===== src/shared/gps_params.svh =====
`ifndef GPS_PARAMS_SVH
`define GPS_PARAMS_SVH

// Register byte offsets
`define GPS_OFS_DIR       8'h00
`define GPS_OFS_DRIVE     8'h04
`define GPS_OFS_INPUT     8'h08
`define GPS_OFS_RESET     8'h0C
`define GPS_OFS_POWER     8'h10
`define GPS_OFS_STATUS    8'h14

// Field positions in the status word
`define GPS_STAT_BUSY     0
`define GPS_STAT_ARMED    1
`define GPS_STAT_VIOL     2

// Reset values and keys
`define GPS_DIR_RST       12'h000
`define GPS_DRIVE_RST     12'h000
`define GPS_POWER_RST     16'h0000
`define GPS_RESET_KEY     16'h6600

// Timing: hold-off time in microseconds and core clock rate in MHz
`define GPS_HOLD_US       200
`define GPS_CLK_MHZ       100

// Bus responses
`define GPS_RESP_OKAY     2'h0
`define GPS_RESP_SLVERR   2'h2

`endif


===== src/shared/gps_pkg.sv =====
package gps_pkg;

    // Pin configuration carried as one unit
    typedef struct packed {
        logic [11:0] dir;
        logic [11:0] drive;
    } gps_gpio_cfg_t;

    // Read answer carried as one unit
    typedef struct packed {
        logic [31:0] data;
        logic [1:0]  resp;
    } gps_rd_t;

    // Start-up and soft-reset sequencing
    typedef enum logic [1:0] {
        GPS_ST_HOLD  = 2'b00,
        GPS_ST_RUN   = 2'b01,
        GPS_ST_ARMED = 2'b10
    } gps_state_t;

endpackage


===== src/hw/gps_sync2.sv =====
`timescale 1ns/100ps
// Two-stage synchroniser; the first stage feeds only the second
module gps_sync2 #(
    parameter int WIDTH = 1
) (
    input  wire logic             core_clk,
    input  wire logic             rst,
    input  wire logic             ce,
    input  wire logic [WIDTH-1:0] async_in,
    output logic      [WIDTH-1:0] sync_out
);
    logic [WIDTH-1:0] meta;

    // Both stages freeze with the clock enable
    always_ff @(posedge core_clk or posedge rst) begin
        if (rst) begin
            meta     <= '0;
            sync_out <= '0;
        end else if (ce) begin
            meta     <= async_in;
            sync_out <= meta;
        end
    end
endmodule


===== src/hw/gps_gpio_top.sv =====
// The address map and register access over AXI4-Lite were decided locally.
`timescale 1ns/100ps
`include "gps_params.svh"
// Behaviour
// - Direction bit 1 drives the pin with its drive-value bit.
// - Direction bit 0 floats the pin and captures its level as input.
// - Drive-value writes never change a pin configured as input.
// - After any reset all twelve pins are inputs, high impedance.
// - No access accepted for 200 us after power-up; host waits too. Status reads still answer OKAY then.
// - Writing key 0x6600 to the reset word starts a software reset.
// - Access returns 200 us after chip-select rise closing the reset frame.
// - Power-up returns every register to its default; software reset does so for all but the input register, which keeps sampling the pins.
// - Analog power-control default leaves every analog block off.
module gps_gpio_top
    import gps_pkg::*;
#(
    parameter int NPINS       = 12,
    parameter int HOLD_CYCLES = `GPS_HOLD_US * `GPS_CLK_MHZ
) (
    input  wire logic             core_clk,
    input  wire logic             rst,
    input  wire logic             ce,
    // AXI4-Lite slave
    input  wire logic [7:0]       s_awaddr,
    input  wire logic             s_awvalid,
    output logic                  s_awready,
    input  wire logic [31:0]      s_wdata,
    input  wire logic [3:0]       s_wstrb,
    input  wire logic             s_wvalid,
    output logic                  s_wready,
    output logic [1:0]            s_bresp,
    output logic                  s_bvalid,
    input  wire logic             s_bready,
    input  wire logic [7:0]       s_araddr,
    input  wire logic             s_arvalid,
    output logic                  s_arready,
    output logic [31:0]           s_rdata,
    output logic [1:0]            s_rresp,
    output logic                  s_rvalid,
    input  wire logic             s_rready,
    // Serial link pins, sampled by the core clock
    input  wire logic             ser_clk,
    input  wire logic             ser_cs_n,
    // GPIO pins
    input  wire logic [NPINS-1:0] gpio_i,
    output logic      [NPINS-1:0] gpio_o,
    output logic      [NPINS-1:0] gpio_oe,
    // Analog power-control word
    output logic [15:0]           analog_pwr
);
    localparam int CW = $clog2(HOLD_CYCLES + 1);
    ////////////////////////////////////////////////////////////////////////////
    // Synchronisers for pins and the link

    logic [NPINS+1:0] sync_all;
    logic [NPINS-1:0] pin_sync;
    logic             clk_s;
    logic             cs_s;
    logic             clk_d;
    logic             cs_d;

    gps_sync2 #(.WIDTH(NPINS + 2)) u_sync (
        .core_clk (core_clk),
        .rst      (rst),
        .ce       (ce),
        .async_in ({~ser_cs_n, ser_clk, gpio_i}),
        .sync_out (sync_all)
    );

    // Split the synchronised bus
    assign pin_sync = sync_all[NPINS-1:0];
    assign clk_s    = sync_all[NPINS];
    assign cs_s     = ~sync_all[NPINS+1]; // Inverted so reset reads as idle, no false rise

    // Edge history, taken from the second stage only
    always_ff @(posedge core_clk or posedge rst) begin
        if (rst) begin
            clk_d <= 1'b0;
            cs_d  <= 1'b1;
        end else if (ce) begin
            clk_d <= clk_s;
            cs_d  <= cs_s;
        end
    end
    logic cs_rise;
    logic sclk_rise;
    assign cs_rise   = cs_s & ~cs_d;
    assign sclk_rise = clk_s & ~clk_d & ~cs_s;

    ////////////////////////////////////////////////////////////////////////////
    // Bus channel capture

    gps_state_t    state;
    gps_state_t    next_state;
    logic [CW-1:0] hold_cnt;
    logic          busy;
    logic          aw_got;
    logic          w_got;
    logic [7:0]    aw_q;
    logic [31:0]   w_q;
    logic [3:0]    ws_q;

    // Readies stall while frozen or while a response waits
    assign s_awready = ce & ~aw_got & ~s_bvalid;
    assign s_wready  = ce & ~w_got & ~s_bvalid;
    assign s_arready = ce & ~s_rvalid;

    logic        aw_have;
    logic        w_have;
    logic        wr_do;
    logic [7:0]  wa;
    logic [31:0] wd;
    logic [3:0]  wsb;
    logic [15:0] wmask;
    assign aw_have = aw_got | (s_awvalid & s_awready);
    assign w_have  = w_got | (s_wvalid & s_wready);
    assign wr_do   = ce & aw_have & w_have & ~s_bvalid;
    assign wa      = aw_got ? aw_q : s_awaddr;
    assign wd      = w_got ? w_q : s_wdata;
    assign wsb     = w_got ? ws_q : s_wstrb;
    assign wmask   = {{8{wsb[1]}}, {8{wsb[0]}}};

    // Hold whichever half of a write arrives first
    always_ff @(posedge core_clk or posedge rst) begin
        if (rst) begin
            aw_got <= 1'b0;
            w_got  <= 1'b0;
            aw_q   <= 8'h00;
            w_q    <= 32'h0;
            ws_q   <= 4'h0;
        end else if (ce) begin
            aw_got <= aw_have & ~wr_do;
            w_got  <= w_have & ~wr_do;
            if (s_awvalid && s_awready) aw_q <= s_awaddr;
            if (s_wvalid && s_wready) begin
                w_q  <= s_wdata;
                ws_q <= s_wstrb;
            end
        end
    end

    ////////////////////////////////////////////////////////////////////////////
    // Write decode

    logic sel_dir;
    logic sel_drv;
    logic sel_rst;
    logic sel_pwr;
    logic sel_stat;
    logic wr_known;
    logic wr_ok;
    logic key_hit;
    logic sw_apply;
    assign sel_dir  = (wa == `GPS_OFS_DIR);
    assign sel_drv  = (wa == `GPS_OFS_DRIVE);
    assign sel_rst  = (wa == `GPS_OFS_RESET);
    assign sel_pwr  = (wa == `GPS_OFS_POWER);
    assign sel_stat = (wa == `GPS_OFS_STATUS);
    assign wr_known = sel_dir | sel_drv | sel_rst | sel_pwr | sel_stat
                      | (wa == `GPS_OFS_INPUT);
    // Nothing is written while the hold-off runs
    assign wr_ok    = wr_do & wr_known & ~busy;
    assign key_hit  = wr_ok & sel_rst & (wsb[1:0] == 2'b11)
                      & (wd[15:0] == `GPS_RESET_KEY);
    assign sw_apply = (state == GPS_ST_ARMED) & cs_rise;

    ////////////////////////////////////////////////////////////////////////////
    // Configuration registers

    gps_gpio_cfg_t cfg;
    logic [11:0]   next_dir;
    logic [11:0]   next_drive;
    logic [15:0]   next_pwr;
    logic          viol;
    assign next_dir   = (cfg.dir & ~wmask[11:0]) | (wd[11:0] & wmask[11:0]);
    assign next_drive = (cfg.drive & ~wmask[11:0]) | (wd[11:0] & wmask[11:0]);
    assign next_pwr   = (analog_pwr & ~wmask) | (wd[15:0] & wmask);

    // Software reset reloads the same defaults as the pin reset
    always_ff @(posedge core_clk or posedge rst) begin
        if (rst) begin
            cfg.dir    <= `GPS_DIR_RST;
            cfg.drive  <= `GPS_DRIVE_RST;
            analog_pwr <= `GPS_POWER_RST;
        end else if (ce) begin
            if (sw_apply) begin
                cfg.dir    <= `GPS_DIR_RST;
                cfg.drive  <= `GPS_DRIVE_RST;
                analog_pwr <= `GPS_POWER_RST;
            end else if (wr_ok) begin
                if (sel_dir) cfg.dir <= next_dir;
                if (sel_drv) cfg.drive <= next_drive;
                if (sel_pwr) analog_pwr <= next_pwr;
            end
        end
    end

    // Host clocking the link during a hold-off; sticky, write 1 to clear, set wins
    always_ff @(posedge core_clk or posedge rst) begin
        if (rst) begin
            viol <= 1'b0;
        end else if (ce) begin
            if (busy && sclk_rise) begin
                viol <= 1'b1;
            end else if (sw_apply || (wr_ok && sel_stat && wsb[0] && wd[`GPS_STAT_VIOL])) begin
                viol <= 1'b0;
            end
        end
    end

    ////////////////////////////////////////////////////////////////////////////
    // Pins

    logic [NPINS-1:0] in_reg;
    genvar gi;
    generate
        for (gi = 0; gi < NPINS; gi++) begin : g_pin
            // Inputs track the synchronised level; outputs keep the last sample
            always_ff @(posedge core_clk or posedge rst) begin
                if (rst) begin
                    in_reg[gi] <= 1'b0;
                end else if (ce && !cfg.dir[gi]) begin
                    in_reg[gi] <= pin_sync[gi];
                end
            end
            assign gpio_oe[gi] = cfg.dir[gi];
            assign gpio_o[gi]  = cfg.drive[gi];
        end
    endgenerate

    ////////////////////////////////////////////////////////////////////////////
    // Start-up and soft-reset sequencing

    // The armed reset waits for the frame to close, so the key write itself completes
    always_comb begin
        next_state = state;
        unique case (state)
            GPS_ST_HOLD:  if (hold_cnt == '0) next_state = GPS_ST_RUN;
            GPS_ST_RUN:   if (key_hit) next_state = GPS_ST_ARMED;
            GPS_ST_ARMED: if (cs_rise) next_state = GPS_ST_HOLD;
            default:      next_state = GPS_ST_HOLD;
        endcase
    end

    always_ff @(posedge core_clk or posedge rst) begin
        if (rst) begin
            state    <= GPS_ST_HOLD;
            hold_cnt <= CW'(HOLD_CYCLES - 1);
        end else if (ce) begin
            state <= next_state;
            if (sw_apply) hold_cnt <= CW'(HOLD_CYCLES - 1);
            else if (state == GPS_ST_HOLD && hold_cnt != '0) hold_cnt <= hold_cnt - 1'b1;
        end
    end
    assign busy = (state == GPS_ST_HOLD);

    ////////////////////////////////////////////////////////////////////////////
    // Responses

    logic    rd_stat;
    logic    rd_known;
    gps_rd_t rd_next;
    logic [31:0] stat_word;
    assign stat_word = {29'h0, viol, (state == GPS_ST_ARMED), busy};
    assign rd_stat   = (s_araddr == `GPS_OFS_STATUS);
    assign rd_known  = rd_stat | (s_araddr == `GPS_OFS_DIR) | (s_araddr == `GPS_OFS_DRIVE)
                       | (s_araddr == `GPS_OFS_INPUT) | (s_araddr == `GPS_OFS_RESET)
                       | (s_araddr == `GPS_OFS_POWER);

    // Read mux; only status answers during a hold-off so software can poll
    always_comb begin
        rd_next.resp = `GPS_RESP_OKAY;
        unique case (s_araddr)
            `GPS_OFS_DIR:    rd_next.data = {20'h0, cfg.dir};
            `GPS_OFS_DRIVE:  rd_next.data = {20'h0, cfg.drive};
            `GPS_OFS_INPUT:  rd_next.data = {20'h0, in_reg};
            `GPS_OFS_POWER:  rd_next.data = {16'h0, analog_pwr};
            `GPS_OFS_STATUS: rd_next.data = stat_word;
            default:         rd_next.data = 32'h0;
        endcase
        if (!rd_known || (busy && !rd_stat)) begin
            rd_next.resp = `GPS_RESP_SLVERR;
            rd_next.data = 32'h0;
        end
    end

    always_ff @(posedge core_clk or posedge rst) begin
        if (rst) begin
            s_bvalid <= 1'b0;
            s_bresp  <= `GPS_RESP_OKAY;
            s_rvalid <= 1'b0;
            s_rdata  <= 32'h0;
            s_rresp  <= `GPS_RESP_OKAY;
        end else if (ce) begin
            if (wr_do) begin
                s_bvalid <= 1'b1;
                s_bresp  <= wr_ok ? `GPS_RESP_OKAY : `GPS_RESP_SLVERR;
            end else if (s_bready) begin
                s_bvalid <= 1'b0;
            end
            if (s_arvalid && s_arready) begin
                s_rvalid <= 1'b1;
                s_rdata  <= rd_next.data;
                s_rresp  <= rd_next.resp;
            end else if (s_rready) begin
                s_rvalid <= 1'b0;
            end
        end
    end
endmodule


===== config.mk =====
export PLATFORM = sky130hd
export DESIGN_NAME = gps_gpio_top
export DESIGN_NICKNAME = d
export VERILOG_FILES = /design/src/shared/gps_pkg.sv /design/src/hw/gps_sync2.sv /design/src/hw/gps_gpio_top.sv
export VERILOG_INCLUDE_DIRS = /design/src /design/src/shared
export SDC_FILE = /design/constraint.sdc
export NUM_CORES = 1
export LEC_CHECK = 0
export BUFFER_PORTS_ARGS = -buffer_cell sky130_fd_sc_hd__buf_4
export CAP_MARGIN = 20
export CORE_ASPECT_RATIO = 1.1
export CORE_MARGIN = 8
export CORE_UTILIZATION = 35
export DETAILED_ROUTE_END_ITERATION = 12
export SLEW_MARGIN = 20
export SYNTH_ARGS = -nofsm -noshare
export SYNTH_HDL_FRONTEND = slang
export SYNTH_HIERARCHICAL = 1
export SYNTH_SLANG_ARGS = --single-unit

===== constraint.sdc =====
create_clock -name core_clk -period 8.1 [get_ports core_clk]
set_input_delay 1.62 -clock core_clk [delete_from_list [all_inputs] [get_ports core_clk]]
set_output_delay 1.62 -clock core_clk [all_outputs]
set_load 0.03 [all_outputs]

==> impl_metrics.py <==
metrics = {
    "run_status": {
        "outcome": "finished, final reports clean",
    },
    "logic_synthesis": {
        "synthCells": 675,
        "synth-seq-area-share": 0.499,
        "postSynth.asyncResetShare": 1.00,
        "ys_warn_count": 6,
        "avgSynthCellArea_um2": 11.0,
        "syn_area_um2": 7450,
        "ys_ff_latch": 148,
        "synth_edf_count": 0,
        "yosysUniqueCellTypes": 72,
        "synth_top_flop_cell": "dfrtp_1",
    },
    "detailed_routing": {
        "routed_wl_um": 20500,
        "wire_per_inst_um": 18.8,
        "num_vias": 5689,
        "firstDrtPassIters": 7,
        "ant_nets": 0,
        "via_per_inst": 5.21,
        "drc": 0,
        "first_iter_violations": 490,
    },
    "cells_and_area": {
        "finalInstanceArea_um2": 9090,
        "num_antenna_cells": 0,
        "area_growth_pct": 22.0,
        "drive_gt1_frac": 0.352,
        "area.sequential_um2": 3720,
        "reg.largest.list": "analog_pwr: 16 flops, s_rdata: 16 flops, w_q: 16 flops",
        "final_core_util": 0.431,
        "nFillCells": 2048,
        "nets": 863,
        "multi_input_area_um2": 3470,
    },
    "sta": {
        "setup_viol": 0,
        "finalMaxSlewViolations": 0,
        "setup_tns_ns": 0,
        "tightest_slew_ns": 1.07,
        "finalCriticalPeriod_ns": 4.71,
        "skew_ns": 0.0114,
        "min_period_over_period": 0.582,
        "rsz0062_at_grt": "no",
        "slew_headroom": 0.288,
        "hold_violations": 0,
        "clock.fmax_ghz": 0.212,
        "hold_slack_ns": 0.482,
    },
    "worst_setup_path": {
        "crit_path_start_kind": "primary input",
        "critPathMaxFanout": 31,
        "crit_path_frequent_cell": "buf_4",
        "crit_type": "primary input to output port",
        "startpoint": "ce",
        "required_ns": 6.48,
        "crit_path_max_incr_delay_ns": 0.41,
        "crit_path_end_kind": "output port",
        "reg2reg_from": "aw_got$_DFFE_PP0P_",
        "crit_family": "buffers and inverters",
        "path_buf_inv": 3,
        "crit_slowest_cell": "buf_4",
        "worstPathArrival_ns": 3.09,
        "path_cells": "buf_4 > buf_4 > or2b_4 > nor2_1 > buf_4",
    },
    "cts": {
        "postCtsHoldBufs": 0,
        "cts_max_level": 4,
        "insertion_delay_ns": 0.42,
        "cts_buffer_depth": 2,
        "cts_setup_buffers": 0,
        "cts.sink_count": 148,
        "tritoncts": "built",
        "root_buffer": "clkbuf_16",
        "clk_pin_slew_ns": 0.07,
        "cts_buffers": 17,
        "cts_resized": 0,
    },
    "die": {
        "rows": 56,
        "die_x_um": 155,
        "start_util": 0.353,
        "die_h_um": 169,
        "boundaryPins": 155,
        "core_area_um2": 21100,
        "die_area_um2": 26200,
    },
    "placement": {
        "dp_hpwl_um": 15100,
        "io_buffers": 118,
        "globalplace.congestion": 0.840,
        "placed_area_um2": 8500,
    },
    "hold_path": {
        "hold_start": "s_rdata[13]$_DFFE_PP0P_",
        "hold_class": "flop to flop",
    },
    "power_and_ir_drop": {
        "ir_worst_vdd_uv": 153,
        "power.density_nw_per_um2": 245,
        "p_leak_nw": 4.11,
    },
    "global_routing": {
        "grt_pass1_vias": 5708,
        "gr-usage-all-layers": 0.159,
        "grt_first_pass_wirelength_um": 32800,
        "grt_max_degree": 64,
        "grt.overflow.total": 0,
        "grt_antenna_before_repair": 0,
    },
    "run": {
        "drv_cap": 0,
    },
}
## Yosys cell counts (6+ instances only)
library cell	count	area (um^2)
mux2_2	66	743
nor4b_1	7	61.3
nor2_1	41	154
nand2_1	58	218
nand3_1	48	240
or4_1	6	45.0
nand4_1	9	56.3
a222oi_1	9	90.1
a21oi_1	16	80.1
nor3_1	8	40.0
buf_4	18	135
nand2b_1	9	56.3
o21ai_1	10	50.1
clkbuf_1	15	56.3
inv_1	8	30.0
o311a_1	6	60.1
nor2b_1	15	93.8
dfstp_2	10	263
mux2_4	20	300
a22o_1	14	123
nor4_1	8	50.1
dfrtp_1	138	3450
o21ai_0	47	235
## path summary, 6_finish.rpt
kind | end | slack [ns] | depth (start not counted)
min | s_rdata[13]$_DFFE_PP0P_ | 0.48 | 2
max | s_wready | 3.39 | 5
min reg2reg | s_rdata[13]$_DFFE_PP0P_ | 0.48 | 2
max reg2reg | analog_pwr[5]$_DFFE_PP0P_ | 5.12 | 5
max in group asynchronous | ws_q[1]$_DFFE_PP0P_ | 5.46 | 3
min in group asynchronous | u_sync/meta[13]$_DFFE_PP0P_ | 1.12 | 2
## cell usage in the layout, fill, tap and decap left out, types with 4 or more instances in the layout
master / n
dfrtp_1: 138
buf_4: 124
mux2_2: 66
nand2_1: 58
nand3_1: 48
o21ai_0: 47
nor2_1: 41
mux2_4: 20
conb_1: 18
clkbuf_16: 17
a21oi_1: 16
nor2b_1: 15
a22o_1: 14
o21ai_1: 10
dfstp_2: 10
nand2b_1: 9
nand4_1: 9
a222oi_1: 9
nor3_1: 8
nor4_1: 7
inv_1: 7
o311a_1: 6
or4_1: 6
nor4b_1: 5
or3_1: 5
a22oi_1: 5
inv_6: 5
nand4b_1: 4
nand3b_1: 4
a31oi_1: 4
inv_8: 4
## power breakdown
group / total (mW) / switching [mW] / internal [mW]
registers: 0.960 / 0.110 / 0.850
clock network: 0.777 / 0.365 / 0.412
logic: 0.490 / 0.250 / 0.241
total: 2.23 / 0.724 / 1.50
## worst min-delay path: cells and delay by family (launching register included)
kind / cells / cell delay (ns)
AO/OA/AOI/OAI: 1 / 0.06
AND/OR/NAND/NOR: 1 / 0.05
flip-flops: 1 / 0.34
## per-layer routing
layer / vias to the layer above / wire length, um / GRT usage
met4: 0 / 252 / 0.0426
met1: 2837 / 9000 / 0.204
li1: 2683 / - / -
met3: 20 / 1060 / 0.0326
met5: - / 0 / 0
met2: 149 / 10200 / 0.267
## cell families after synthesis
group / share of synthesized area
AO/OA/AOI/OAI: 0.119
XOR/XNOR: 0.00470
adder cells (fa/ha/maj): 0.00168
buffers and inverters: 0.0482
flip-flops: 0.499
multiplexers: 0.143
other: 0.000503
AND/OR/NAND/NOR: 0.184
## area by class of cell
class / count / area share
Sequential cell: 148 / 0.409
Inverter: 8 / 0.00358
Clock buffer: 17 / 0.0468
Clock inverter: 15 / 0.0173
Multi-Input combinational cell: 489 / 0.381
Timing Repair Buffer: 124 / 0.102
Tap cell: 290 / 0.0399
## per-stage QoR
stage / std cells / power (mW) / worst slack, ns
after floorplan: 692 / 1.33 / 3.31
after global placement: 1059 / 1.45 / 3.37
after detailed placement: 1059 / 1.46 / 3.37
after CTS: 1091 / 2.25 / 3.37
after global routing: 1091 / 2.34 / 3.26
final: 1091 / 2.23 / 3.39
Power figures use the tool's default switching activity.
